==> config.mk <==
export PLATFORM = sky130hd
export DESIGN_NAME = timer3_control_status
export DESIGN_NICKNAME = d
export VERILOG_FILES = /design/src/design/timer3_control_status.v
export VERILOG_INCLUDE_DIRS = /design/src /design/src/include
export SDC_FILE = /design/constraint.sdc
export NUM_CORES = 1
export LEC_CHECK = 0
export BUFFER_PORTS_ARGS = -buffer_cell sky130_fd_sc_hd__buf_2
export CORE_ASPECT_RATIO = 0.75
export CORE_MARGIN = 2
export CORE_UTILIZATION = 49
export DETAILED_ROUTE_END_ITERATION = 16
export PLACE_DENSITY = 0.87
export SLEW_MARGIN = 10
export SYNTH_ARGS = -nofsm -noshare
export SYNTH_HDL_FRONTEND = slang
export SYNTH_SLANG_ARGS = --single-unit
export TNS_END_PERCENT = 5
==> constraint.sdc <==
create_clock -name mclk -period 3.35 [get_ports mclk]
set_input_delay 0.5025 -clock mclk [delete_from_list [all_inputs] [get_ports mclk]]
set_output_delay 0.5025 -clock mclk [all_outputs]
set_load 0.005 [all_outputs]
==> src/include/timer3_defs.vh <==
// Overview of operation
// - upper byte wrap sets high flag
// - full 16-bit wrap sets high flag
// - high flag requests irq when enabled
// - lower byte wrap sets low flag
// - low flag set in every mode
// - flags stay set until software clears
// - low flag irq needs both enables
// - capture enable latches count on trigger
// - split bit gives two 8-bit timers
// - split clear gives one 16-bit timer
// - run gates the 16-bit count and the split upper byte, split gates upper
// - clock select picks clock and trigger
`ifndef TIMER3_DEFS_VH
`define TIMER3_DEFS_VH

// =====================================================================
// register map
`define T3_CTRL_INDEX    12'h091
`define T3_CTRL_ADDR     12'h244
`define T3_CTRL_RESET    8'h00

// =====================================================================
// control fields
`define T3_HIGH_FLAG     7
`define T3_LOW_FLAG      6
`define T3_LOW_IRQ_EN    5
`define T3_CAPTURE_EN    4
`define T3_SPLIT         3
`define T3_RUN           2
`define T3_CLKSEL_HI     1
`define T3_CLKSEL_LO     0

// =====================================================================
// clock select codes
`define T3_SEL_SYSDIV    2'h0
`define T3_SEL_OSC       2'h1
`define T3_SEL_COMP      2'h3

// =====================================================================
// timing
`define T3_SYS_DIV       4'hC
`define T3_OSC_DIV       3'h7

// =====================================================================
// bus responses
`define AXI_OKAY         2'h0
`define AXI_SLVERR       2'h2

`endif

==> src/design/timer3_control_status.v <==
`timescale 1ns/100ps
`include "timer3_defs.vh"

module timer3_control_status #(
    parameter ADDR_W = 12
) (
    input  wire              mclk,
    input  wire              rst_n,
    input  wire [ADDR_W-1:0] awaddr,
    input  wire              awvalid,
    output reg               awready,
    input  wire [31:0]       wdata,
    input  wire [3:0]        wstrb,
    input  wire              wvalid,
    output reg               wready,
    output reg  [1:0]        bresp,
    output reg               bvalid,
    input  wire              bready,
    input  wire [ADDR_W-1:0] araddr,
    input  wire              arvalid,
    output reg               arready,
    output reg  [31:0]       rdata,
    output reg  [1:0]        rresp,
    output reg               rvalid,
    input  wire              rready,
    input  wire              comparatorIn,
    input  wire              extOscIn,
    input  wire              lowUseSysClk,
    input  wire              highUseSysClk,
    input  wire              timerIrqEnable,
    input  wire              lowRollover,
    input  wire              highRollover,
    output reg               lowCountTick,
    output reg               highCountTick,
    output reg               splitMode,
    output reg               captureMode,
    output reg               captureTrigger,
    output reg               irqRequest,
    output reg  [7:0]        controlOut
);

// =====================================================================
// register bus
reg  [ADDR_W-1:0] awAddrHeld;
reg               awHeld;
reg  [7:0]        wDataHeld;
reg               wStrbHeld;
reg               wHeld;
reg  [7:0]        control;
reg  [7:0]        next_control;
wire              writeHit;
wire              readHit;
wire              bothHeld;
wire              doWrite;

// one register, so a single compare on the whole address decodes it
function isCtrlAddr;
    input [ADDR_W-1:0] addr;
    begin
        isCtrlAddr = (addr == `T3_CTRL_ADDR);
    end
endfunction

assign writeHit = isCtrlAddr(awAddrHeld);
assign readHit  = isCtrlAddr(araddr);
assign bothHeld = awHeld && wHeld && !bvalid;
// a cleared byte-0 strobe answers OKAY but leaves the register alone
assign doWrite  = bothHeld && writeHit && wStrbHeld;

// =====================================================================
// write address channel
always @(posedge mclk) begin
    if (!rst_n) begin
        awready    <= 1'b0;
        awHeld     <= 1'b0;
        awAddrHeld <= {ADDR_W{1'b0}};
    end else begin
        if (awvalid && awready) begin
            awAddrHeld <= awaddr;
            awHeld     <= 1'b1;
            awready    <= 1'b0;
        end else if (bothHeld) begin
            awHeld <= 1'b0;
        end else if (!awHeld && !bvalid) begin
            awready <= 1'b1;
        end
    end
end

// =====================================================================
// write data channel: only the low byte lane reaches the register
always @(posedge mclk) begin
    if (!rst_n) begin
        wready    <= 1'b0;
        wHeld     <= 1'b0;
        wDataHeld <= 8'h00;
        wStrbHeld <= 1'b0;
    end else begin
        if (wvalid && wready) begin
            wDataHeld <= wdata[7:0];
            wStrbHeld <= wstrb[0];
            wHeld     <= 1'b1;
            wready    <= 1'b0;
        end else if (bothHeld) begin
            wHeld <= 1'b0;
        end else if (!wHeld && !bvalid) begin
            wready <= 1'b1;
        end
    end
end

// =====================================================================
// write response channel
always @(posedge mclk) begin
    if (!rst_n) begin
        bvalid <= 1'b0;
        bresp  <= `AXI_OKAY;
    end else begin
        if (bothHeld) begin
            bvalid <= 1'b1;
            bresp  <= writeHit ? `AXI_OKAY : `AXI_SLVERR;
        end else if (bvalid && bready) begin
            bvalid <= 1'b0;
        end
    end
end

// =====================================================================
// read channel
// reads answer one cycle after the address is taken
always @(posedge mclk) begin
    if (!rst_n) begin
        arready <= 1'b0;
        rvalid  <= 1'b0;
        rdata   <= 32'h00000000;
        rresp   <= `AXI_OKAY;
    end else begin
        if (arvalid && arready) begin
            arready <= 1'b0;
            rvalid  <= 1'b1;
            if (readHit) begin
                rdata <= {24'h000000, control};
                rresp <= `AXI_OKAY;
            end else begin
                rdata <= 32'h00000000;
                rresp <= `AXI_SLVERR;
            end
        end else if (rvalid && rready) begin
            rvalid  <= 1'b0;
            arready <= 1'b1;
        end else if (!rvalid) begin
            arready <= 1'b1;
        end
    end
end

// =====================================================================
// clock sources
reg  [1:0] compSync;
reg        compPrev;
reg  [1:0] oscSync;
reg        oscPrev;
reg  [2:0] oscCount;
reg  [3:0] sysCount;
wire       compEdge;
wire       oscEdge;
wire       oscDiv8;
wire       sysDiv12;

assign compEdge = compSync[1] && !compPrev;
assign oscEdge  = oscSync[1] && !oscPrev;
assign oscDiv8  = oscEdge && (oscCount == `T3_OSC_DIV);
assign sysDiv12 = (sysCount == `T3_SYS_DIV - 4'h1);

// pins pass two flops before the edge detect; only stage 1 is read
// the divider runs free, so its first tick after a select may come early
always @(posedge mclk) begin
    if (!rst_n) begin
        compSync <= 2'h0;
        compPrev <= 1'b0;
        oscSync  <= 2'h0;
        oscPrev  <= 1'b0;
        oscCount <= 3'h0;
        sysCount <= 4'h0;
    end else begin
        compSync <= {compSync[0], comparatorIn};
        compPrev <= compSync[1];
        oscSync  <= {oscSync[0], extOscIn};
        oscPrev  <= oscSync[1];
        if (oscEdge)
            oscCount <= oscCount + 3'h1;
        sysCount <= sysDiv12 ? 4'h0 : sysCount + 4'h1;
    end
end

// =====================================================================
// clock and trigger selection
reg  extTick;
reg  trigTick;
wire lowTick;
wire highTick;

always @* begin
    case (control[`T3_CLKSEL_HI:`T3_CLKSEL_LO])
        `T3_SEL_SYSDIV: begin
            extTick  = sysDiv12;
            trigTick = compEdge;
        end
        `T3_SEL_OSC: begin
            extTick  = oscDiv8;
            trigTick = oscDiv8;
        end
        `T3_SEL_COMP: begin
            extTick  = compEdge;
            trigTick = oscDiv8;
        end
        default: begin
            // code 10 is reserved: the external tick and the trigger stay idle
            extTick  = 1'b0;
            trigTick = 1'b0;
        end
    endcase
end

// a byte set to the system clock ticks on every cycle
function pickTick;
    input useSys;
    input ext;
    begin
        pickTick = useSys | ext;
    end
endfunction

assign lowTick  = pickTick(lowUseSysClk, extTick);
assign highTick = pickTick(highUseSysClk, extTick);

// =====================================================================
// control register and flags
always @* begin
    next_control = control;
    if (doWrite)
        next_control = wDataHeld;
    // hardware events are applied last so they win over a clear
    if (lowRollover)
        next_control[`T3_LOW_FLAG] = 1'b1;
    if (highRollover)
        next_control[`T3_HIGH_FLAG] = 1'b1;
    // a capture also marks the high flag so it can interrupt
    if (control[`T3_CAPTURE_EN] && trigTick)
        next_control[`T3_HIGH_FLAG] = 1'b1;
end

always @(posedge mclk) begin
    if (!rst_n)
        control <= `T3_CTRL_RESET;
    else
        control <= next_control;
end

// =====================================================================
// mode levels and capture strobe to the counting core
always @(posedge mclk) begin
    if (!rst_n) begin
        splitMode      <= 1'b0;
        captureMode    <= 1'b0;
        captureTrigger <= 1'b0;
    end else begin
        splitMode   <= control[`T3_SPLIT];
        captureMode <= control[`T3_CAPTURE_EN];
        // core latches the count into reload on this pulse
        captureTrigger <= control[`T3_CAPTURE_EN] && trigTick;
    end
end

// =====================================================================
// count ticks to the counting core
always @(posedge mclk) begin
    if (!rst_n) begin
        lowCountTick  <= 1'b0;
        highCountTick <= 1'b0;
    end else if (control[`T3_SPLIT]) begin
        lowCountTick  <= lowTick;
        highCountTick <= highTick && control[`T3_RUN];
    end else begin
        // one tick drives the whole 16-bit count
        lowCountTick  <= lowTick && control[`T3_RUN];
        highCountTick <= 1'b0;
    end
end

// =====================================================================
// interrupt request and register copy
// the request is a level, so a flag left set keeps asking
always @(posedge mclk) begin
    if (!rst_n) begin
        irqRequest <= 1'b0;
        controlOut <= `T3_CTRL_RESET;
    end else begin
        irqRequest <= timerIrqEnable &&
                      (control[`T3_HIGH_FLAG] ||
                       (control[`T3_LOW_IRQ_EN] &&
                        control[`T3_LOW_FLAG]));
        controlOut <= control;
    end
end

endmodule

==> impl_metrics.csv, run 1 <==
group,metric,value,unit
yosys,yosys-mux-area-fraction,4.00,%
sta,worst_hold_slack,365,ps
clock_tree,cts_tree,"built",
route,drt_iter0_markers,150,
grt,global_route.overflow_total,0,
worst_setup_path,cp_max_fo,2,
worst_setup_path,crit_path_end_kind,"flip-flop",
power_and_ir_drop,peakVddDrop,0.233,mV
clock_tree,clock_latency,340,ps
power_and_ir_drop,p_per_area,498,nW/um2
grt,grt_start_max_net_pins,41,
yosys,seq_area_frac_synth,51.7,%
grt,grt_pass1_wl,8980,um
power_and_ir_drop,p_clk_share,37.0,%
route,post_drt_wl_per_cell,12.1,um
route,vias,2146,
clock_tree,cts_hold_buf,0,
final_layout,fin_area,3250,um2
grt,grt_usage,19.0,%
grt,use_met3,7.61,%
place,pre_cts_ws,1640,ps
place,dpl.hpwl,3950,um
sta,finClkSkew,7.79,ps
power_and_ir_drop,switchingPower,383,uW
clock_tree,cts-htree-levels,3,
power_and_ir_drop,p_leak,1.58,nW
yosys,synth-xor-area-share,0.637,%
clock_tree,clock_tree.buffer_depth,2,
final_layout,fill_cells,460,
final_layout,area_growth_syn_to_layout,18.2,%
sta,slew_viol_final,0,
worst_setup_path,arrival,1730,ps
power_and_ir_drop,combPwrFrac,7.6,%
power_and_ir_drop,p_sw_share,23.6,%
sta,final_hold_viol_count,0,
route,drt_first_pass_iters,4,
route,vias_per_cell,4.76,
yosys,syn_avg_cell_area,9.30,um2
clock_tree,cts_resized,0,
floorplanning,ios,129,
sta,max_freq,668,MHz
sta,max-slew-margin-rel,63.3,%
sta,tightest_slew,548,ps
clock_tree,clkSinkCount,71,
yosys,yosysWarnings,0,
grt,first_global_vias,2044,
sta,fin_tns_setup,0,ps
power_and_ir_drop,intPower,1.24,mW
route,wirelength,5450,um
worst_setup_path,crit_type,"flip-flop to flip-flop",
floorplanning,chipHeight,68.9,um
sta,period_needed,1500,ps
floorplanning,std_cell_rows,23,
yosys,synth-simple-area-share,21.5,%
yosys,syn_area,2750,um2
min_path,hold_class,"input pin to flip-flop",
yosys,synth_compound_area_share,10.5,%
final_layout,nets,448,
sta,setup_ws,1850,ps
place,placed_cell_area,3080,um2
yosys,yosysUniqueCellTypes,36,
place,port_buffers,75,
place,gp_congestion,0.774,
power_and_ir_drop,p_seq_share,55.4,%
sta,setup_viol,0,
run_status,status,"finished, final reports clean",
grt,busiest_layer,"met2",
floorplanning,initial_core_util,51.1,%
route,antenna_left,0,
floorplanning,die-width,90.5,um
worst_setup_path,start_kind,"flip-flop",
grt,grtUsageMet1,21.9,%
final_layout,drive_gt1_share,25.5,%
clock_tree,cts_root_buf,"clkbuf_8",
clock_tree,path_clk_slew,70,ps
yosys,synth_cells,296,
floorplanning,core,5380,um2
clock_tree,cts_buffers,9,
sta,rsz0062_at_grt,"false",
yosys,yosys_register_bits,71,
flow_run,drv.max_cap_violation_count,0,
power_and_ir_drop,p_total,1.62,mW
yosys,synth_top_family_by_area,"simple AND/OR/NAND/NOR gates",
clock_tree,post-cts-setup-buffers,0,
grt,grt_use_met2,31.6,%
final_layout,insertedDiodeCount,0,
sta,min_period_over_period,44.7,%
route,drc_errors,0,
worst_setup_path,critPathRequiredTime,3580,ps
grt,antenna_found_initial,0,
yosys,synthAdderAreaFrac,1.36,%
floorplanning,die_area,6240,um2
==> cells in the final DEF, fill, tap and decap left out, drive strengths merged <==
cell type,instances
buf,76
dfxtp,71
nand2,58
a21oi,32
conb,26
nor2,19
and2,13
clkbuf,13
mux2i,11
inv,10
o21ai,7
nor4b,7
a22o,3
ha,3
nor3,2
nand3b,2
nand2b,2
xnor2,2
o211a,2
clkinv,2
nand4,2
o21a,1
a31oi,1
nor2b,1
nor3b,1
and4b,1
a31o,1
and3b,1
nor4bb,1
o31ai,1
a2bb2oi,1
a21boi,1
and3,1
clkinvlp,1
==> per-layer routing <==
| metal | part of all wire, % | wire length (um) |
|---|---|---|
| met2 | 45 | 2460 |
| met3 | 8.9 | 482 |
| met4 | 1.6 | 88 |
| met5 | 0 | 0 |
| met1 | 44 | 2410 |
==> registers in the layout (all words and copies together) (netlist names), 2 cells and up <==
signal / cells
awAddrHeld: 12
controlOut: 8
control: 8
rdata: 8
wDataHeld: 8
sysCount: 4
oscCount: 3
compSync: 2
oscSync: 2
==> through the flow <==
step,cells,util [%]
2_1_floorplan,321,-
3_3_place_gp,435,57.2
3_5_place_dp,435,57.2
4_1_cts,451,60.5
5_1_grt,451,60.5
6_report,451,60.5
==> cell type report <==
cell class / instances / area (um2) / share of cell area, %
Sequential cell: 71 / 1420 / 43.7
Multi-Input combinational cell: 203 / 1140 / 35.1
Timing Repair Buffer: 76 / 383 / 11.8
Clock buffer: 13 / 159 / 4.88
Tap cell: 75 / 93.8 / 2.88
Inverter: 10 / 37.5 / 1.15
Clock inverter: 3 / 17.5 / 0.538
==> worst paths after layout <==
path | from | end | slack, ps | cells after the start
max | oscCount[0] | highCountTick | 1850 | 6
min | extOscIn | oscSync[0] | 370 | 2
min reg2reg | compSync[0] | compSync[1] | 440 | 1
max reg2reg | oscCount[0] | highCountTick | 1850 | 6
==> worst max-delay path, cell delays in order (launching register included) <==
cell      delay, ps
dfxtp_1         320
ha_1            200
ha_1            190
nor4bb_1        120
o21ai_0         200
o31ai_1         130
o211a_1         230
==> logic make-up after synthesis <==
group           count (synthesis)
fa+ha+maj                       3
other cells                     1
mux                            11
buf+inv                        47
simple gates                  111
compound gates                 50
xor+xnor                        2
flops                          71
==> cells in the mapped netlist (all sizes together) <==
cell type,instances,area (um2)
dfxtp,71,1420
ha,3,37.5
a22o,3,26.3
and3b,1,8.76
nor4bb,1,10.0
a21oi,32,160
and3,1,6.26
nor2,19,71.3
o21ai,7,35.0
and4b,1,10.0
nand2,58,218
inv,10,37.5
o21a,1,7.51
mux2i,11,110
nor3b,1,7.51
nand3b,2,15.0
nor4b,7,106
xnor2,2,17.5
a21boi,1,7.51
nor3,2,10.0
a31oi,1,6.26
a31o,1,8.76
clkbuf,8,30.0
nand2b,2,12.5
nand4,2,27.5
conb,1,3.75
nor2b,1,6.26
a2bb2oi,1,8.76
buf,29,215
o211a,2,20.0
and2,13,81.3
o31ai,1,7.51
==> power by group through the flow <==
stage | logic [mW] | clock network, mW | registers [mW]
finish | 0.124 | 0.600 | 0.897
global route | 0.141 | 0.659 | 0.901
CTS | 0.124 | 0.616 | 0.897
detailed placement | 0.123 | 0 | 0.916
global placement | 0.118 | 0 | 0.914
floorplan | 0.0965 | 0 | 0.913
(Power assumes the default switching activity.)
==> run 2, diff against run 1 <==
--- a/config.mk
+++ b/config.mk
@@ -6,12 +6,13 @@
 export SDC_FILE = /design/constraint.sdc
 export NUM_CORES = 1
 export LEC_CHECK = 0
+export ABC_AREA = 1
 export BUFFER_PORTS_ARGS = -buffer_cell sky130_fd_sc_hd__buf_2
 export CORE_ASPECT_RATIO = 0.75
 export CORE_MARGIN = 2
-export CORE_UTILIZATION = 49
+export CORE_UTILIZATION = 46
 export DETAILED_ROUTE_END_ITERATION = 16
-export PLACE_DENSITY = 0.87
+export PLACE_DENSITY = 0.82
 export SLEW_MARGIN = 10
 export SYNTH_ARGS = -nofsm -noshare
 export SYNTH_HDL_FRONTEND = slang
==> constraint.sdc (replaced) <==
create_clock -name mclk -period 1.43 [get_ports mclk]
set_input_delay 0.2145 -clock mclk [delete_from_list [all_inputs] [get_ports mclk]]
set_output_delay 0.2145 -clock mclk [all_outputs]
set_load 0.005 [all_outputs]
==> impl_metrics.csv, run 2 <==
group,metric,value,unit
run_status,status,"finished, final reports clean",
floorplanning,core,5860,um2
yosys,yosysUniqueCellTypes,29,
power_and_ir_drop,p_sw_share,22.4,%
worst_setup_path,worstReg2RegStart,"awAddrHeld[7]",
yosys,synth_top_area_share,50.6,%
floorplanning,initial_core_util,47.9,%
worst_setup_path,arrival,1510,ps
floorplanning,ios,129,
sta,setup_viol,0,
power_and_ir_drop,peakVddDrop,0.754,mV
power_and_ir_drop,p_seq_share,50.2,%
worst_setup_path,rrSetupSlack,160,ps
final_layout,area_growth_syn_to_layout,20.6,%
worst_setup_path,cp_max_fo,10,
sta,finClkSkew,8.23,ps
worst_setup_path,timing.rr.end,"control[7]",
final_layout,seq_area,1420,um2
route,antenna_left,0,
yosys,yosys-mux-area-fraction,0,%
final_layout,multi_input_area,1090,um2
floorplanning,die_area,6750,um2
route,wirelength,5270,um
final_layout,final_common_cell,"buf_2",
worst_setup_path,start_kind,"flip-flop",
yosys,synth_top_family_by_area,"simple AND/OR/NAND/NOR gates",
final_layout,fin_area,3390,um2
place,placed_cell_area,3150,um2
final_layout,nets,496,
final_layout,drive_gt1_share,25.2,%
yosys,synth-xor-area-share,0.312,%
clock_tree,clkSinkCount,71,
route,post_drt_wl_per_cell,10.5,um
power_and_ir_drop,switchingPower,948,uW
clock_tree,clock_tree.buffer_depth,2,
worst_setup_path,crit_path_end_kind,"flip-flop",
route,drt_iter0_markers,66,
worst_setup_path,worstRegToRegCells,8,
clock_tree,cts_tree,"built",
place,gp_congestion,0.741,
yosys,synth_compound_area_share,10.7,%
yosys,yosys_register_bits,71,
clock_tree,path_clk_slew,70,ps
final_layout,fill_cells,570,
flow_run,drv.max_cap_violation_count,0,
yosys,synthAdderAreaFrac,1.34,%
clock_tree,cts-htree-levels,3,
yosys,seq_area_frac_synth,50.6,%
grt,first_global_vias,2018,
yosys,synthTopCellsByArea,"dfxtp_1, nor2_1, buf_4",
worst_setup_path,critPathRequiredTime,1670,ps
grt,grt_usage,16.7,%
floorplanning,std_cell_rows,24,
sta,fin_tns_setup,0,ps
place,dpl.hpwl,4020,um
yosys,yosysWarnings,0,
route,vias,2278,
grt,global_route.overflow_total,0,
sta,final_hold_viol_count,0,
final_layout,final_cell_mix,"buf_2, dfxtp_1, nor2_1",
floorplanning,chipHeight,71.6,um
sta,setup_ws,162,ps
yosys,synth-simple-area-share,22.9,%
clock_tree,cts_resized,0,
clock_tree,clock_latency,340,ps
power_and_ir_drop,p_leak,1.68,nW
min_path,min_from,"comparatorIn",
power_and_ir_drop,p_clk_share,42.2,%
power_and_ir_drop,intPower,3.28,mW
grt,grt_pass1_wl,8800,um
sta,slew_viol_final,0,
yosys,syn_area,2810,um2
clock_tree,cts_root_buf,"clkbuf_8",
sta,rsz0062_at_grt,"false",
worst_setup_path,critPathLaunch,"awAddrHeld[7]",
min_path,hold_class,"input pin to flip-flop",
final_layout,insertedDiodeCount,0,
final_layout,largest_reg_flops,12,
clock_tree,cts_buffers,9,
yosys,syn_avg_cell_area,8.23,um2
clock_tree,post-cts-setup-buffers,0,
grt,antenna_found_initial,0,
yosys,synth_commonest_cells,"dfxtp_1, nor2_1, nand2_1, o21ai_0, inv_1",
min_path,holdPathStages,3,
route,vias_per_cell,4.54,
final_layout,largest-register,"awAddrHeld",
place,port_buffers,75,
sta,max_freq,788,MHz
yosys,async_flop_share,0,%
route,drc_errors,0,
grt,grt_start_max_net_pins,25,
yosys,synth_cells,341,
min_path,min_to,"compSync[0]",
power_and_ir_drop,combPwrFrac,7.7,%
route,drt_first_pass_iters,4,
yosys,synth-edff-count,0,
clock_tree,cts_hold_buf,0,
yosys,yosysMostFrequentCell,"dfxtp_1",
sta,period_needed,1270,ps
floorplanning,die-width,94.2,um
worst_setup_path,crit_type,"flip-flop to flip-flop",
sta,min_period_over_period,88.7,%
power_and_ir_drop,p_per_area,1250,nW/um2
yosys,synth_top_area_cell,"dfxtp_1",
place,pre_cts_ws,159,ps
yosys,synth_ff_type,"dfxtp_1",
-- run 2: cell count changes after synthesis, moves of 16 or more --
cell     before  now
nor2_1       19   59
o21ai_0       7   36
inv_1         9   31
nand2_1      58   36
nand3_1       0   16
-- run 2: worst max-delay path, stage by stage (launching register included) --
cell     delay (ps)
dfxtp_1         310
nor2_1          110
nand3_1         170
nor2_8          200
nand3_4         130
nand2_1          90
nand3_1          60
nand2_1          60
inv_1            30
-- run 2: routing by layer --
| layer | part of all wire, % | wire length [um] | track usage, % |
|---|---|---|---|
| met5 | 0 | 0 | 0 |
| met4 | 0.93 | 49 | 4.83 |
| met3 | 7.9 | 419 | 6.73 |
| met2 | 42 | 2230 | 25.4 |
| met1 | 49 | 2570 | 22.1 |
-- run 2: cell families (layout without fill, tap and decap cells) --
| group | count (synthesis) | count (layout) |
|---|---|---|
| compound gates | 59 | 59 |
| simple gates | 133 | 133 |
| buf+inv | 73 | 131 |
| xor+xnor | 1 | 1 |
| flops | 71 | 71 |
| fa+ha+maj | 3 | 3 |
| other cells | 1 | 26 |
-- run 2: per-stage QoR --
step | hold slack (ps) | total power, mW | utilization (%) | cells
final | 57.9 | 4.22 | 57.8 | 502
after global routing | 42.9 | 4.42 | 57.8 | 502
after CTS | 41.4 | 4.27 | 57.8 | 502
after detailed placement | 398 | 2.49 | 53.9 | 486
after global placement | 395 | 2.48 | 53.9 | 486
after floorplan | 312 | 2.41 | - | 366
-- run 2: how the worst max path moves through the flow --
stage	slack (ps)	cells past startpoint	to
final	160	8	control[7]
after global routing	20	8	control[7]
after CTS	150	8	control[7]
after detailed placement	160	8	control[7]
after global placement	170	8	control[6]
after floorplan	260	8	control[7]
-- run 2: power by group through the flow --
stage	combinational [mW]	sequential [mW]	clock, mW
finish	0.324	2.12	1.78
global route	0.377	2.13	1.91
CTS	0.327	2.12	1.82
detailed placement	0.327	2.16	0
global placement	0.317	2.16	0
floorplan	0.264	2.15	0
-- run 2: area by class of cell --
class	instances	area share, %
clock inverter	5	2.37
tap	78	2.88
timing repair buffer	81	12.4
sequential	71	42.0
inverter	34	3.77
clock buffer	11	4.47
multi-input combinational	222	32.1
==> run 3, diff against run 2 <==
--- a/config.mk
+++ b/config.mk
@@ -10,9 +10,9 @@
 export BUFFER_PORTS_ARGS = -buffer_cell sky130_fd_sc_hd__buf_2
 export CORE_ASPECT_RATIO = 0.75
 export CORE_MARGIN = 2
-export CORE_UTILIZATION = 46
+export CORE_UTILIZATION = 45
 export DETAILED_ROUTE_END_ITERATION = 16
-export PLACE_DENSITY = 0.82
+export PLACE_DENSITY = 0.8
 export SLEW_MARGIN = 10
 export SYNTH_ARGS = -nofsm -noshare
 export SYNTH_HDL_FRONTEND = slang
==> impl_metrics.csv, run 3 (synthesized netlist as in run 2, its figures left out) <==
group,metric,value,unit
clock_tree,cts_hold_buf,0,
power_and_ir_drop,peakVddDrop,0.652,mV
power_and_ir_drop,p_per_area,1230,nW/um2
grt,grt_usage,16.6,%
place,placed_cell_area,3160,um2
clock_tree,path_clk_slew,70,ps
final_layout,fin_area,3380,um2
route,antenna_left,0,
sta,slew_viol_final,0,
clock_tree,cts_tree,"built",
sta,setup_viol,0,
floorplanning,std_cell_rows,24,
route,drc_errors,0,
route,vias,2283,
clock_tree,clock_latency,340,ps
flow_run,drv.max_cap_violation_count,0,
route,post_drt_wl_per_cell,10.6,um
final_layout,insertedDiodeCount,0,
route,drt_first_pass_iters,4,
worst_setup_path,cp_cell_sequence,"nor2_1 > nand3_1 > nor2_8 > nand3_4 > nand2_1 > nand3_1 > nand2_1 > inv_1",
clock_tree,clkSinkCount,71,
route,drt_iter0_markers,89,
run_status,status,"finished, final reports clean",
worst_setup_path,slowest_stage,"dfxtp_1",
clock_tree,cts_resized,0,
sta,worst_hold_slack,50.5,ps
sta,rsz0062_at_grt,"false",
place,port_buffers,75,
sta,final_hold_viol_count,0,
clock_tree,cts-htree-levels,3,
worst_setup_path,cp_max_fo,10,
floorplanning,chipHeight,72.4,um
floorplanning,initial_core_util,47.4,%
floorplanning,die_area,6890,um2
final_layout,final_cell_mix,"buf_2, dfxtp_1, nor2_1",
final_layout,drive_gt1_share,25.1,%
worst_setup_path,critPathRequiredTime,1670,ps
min_path,hold_class,"input pin to flip-flop",
floorplanning,die-width,95.2,um
place,dpl.hpwl,4090,um
sta,period_needed,1280,ps
sta,fin_tns_setup,0,ps
clock_tree,post-cts-setup-buffers,0,
final_layout,final_common_cell,"buf_2",
worst_setup_path,crit_path_end_kind,"flip-flop",
grt,grt_pass1_wl,8740,um
floorplanning,ios,129,
grt,antenna_found_initial,0,
sta,max_freq,782,MHz
grt,grt_start_max_net_pins,26,
final_layout,post-route-util,57.2,%
power_and_ir_drop,p_leak,1.67,nW
worst_setup_path,cpPeakStageDelay,310,ps
sta,finClkSkew,6.34,ps
power_and_ir_drop,p_total,4.17,mW
place,gp_congestion,0.760,
worst_setup_path,rrSetupSlack,150,ps
final_layout,largest_reg_flops,12,
final_layout,area_growth_syn_to_layout,20.5,%
final_layout,largest-register,"awAddrHeld",
grt,first_global_vias,1948,
route,wirelength,5320,um
grt,global_route.overflow_total,0,
clock_tree,cts_root_buf,"clkbuf_8",
clock_tree,clock_tree.buffer_depth,2,
worst_setup_path,crit_type,"flip-flop to flip-flop",
worst_setup_path,arrival,1520,ps
route,vias_per_cell,4.57,
final_layout,fill_cells,564,
clock_tree,cts_buffers,9,
sta,min_period_over_period,89.5,%
worst_setup_path,start_kind,"flip-flop",
floorplanning,core,5920,um2
final_layout,nets,495,
## run 3: cell count changes in the layout (fill, tap and decap cells not counted)
cell,before,now
clkinvlp_4,2,3
nand2_2,0,1
clkinv_2,1,0
buf_12,0,1
nand2_1,36,35
buf_4,6,4
clkbuf_8,11,10
## run 3: final timing paths
path            endpoint           from  cells past startpoint
max reg2reg   control[6]  awAddrHeld[7]                      8
max           control[6]  awAddrHeld[7]                      8
min reg2reg  compSync[1]    compSync[0]                      2
min           oscSync[0]       extOscIn                      3
## run 3: metal layers
layer	share of wire, %	GRT usage (%)
met1	48	22.5
met2	42	24.4
met3	8.3	5.61
met4	1.4	6.76
met5	0	0
## run 3: layout make-up
type / instances / area, um2 / area share [%]
repair buffers: 80 / 425 / 12.6
inverters: 34 / 128 / 3.77
well taps: 78 / 97.6 / 2.89
flip-flops and latches: 71 / 1420 / 42.0
clock inverters: 5 / 82.6 / 2.44
clock buffers: 10 / 138 / 4.07
multi-input cells: 222 / 1090 / 32.2
## run 3: worst max-delay path, delay by kind of cell (launching register included)
kind	cells	cell delay, ps
buffers and inverters	1	40
DFF	1	310
and+or+nand+nor	7	830
## run 3: per-stage QoR
| step | cells | worst slack, ps |
|---|---|---|
| final | 500 | 151 |
| after global routing | 500 | 12.8 |
| after CTS | 500 | 142 |
| after detailed placement | 485 | 160 |
| after global placement | 485 | 176 |
| after floorplan | 366 | 259 |
## run 3: report_power, final
| group | leakage, nW | switching, mW | internal (mW) |
|---|---|---|---|
| clock | 0.101 | 0.707 | 1.02 |
| sequential | 0.580 | 0.0537 | 2.07 |
| combinational | 0.992 | 0.189 | 0.140 |
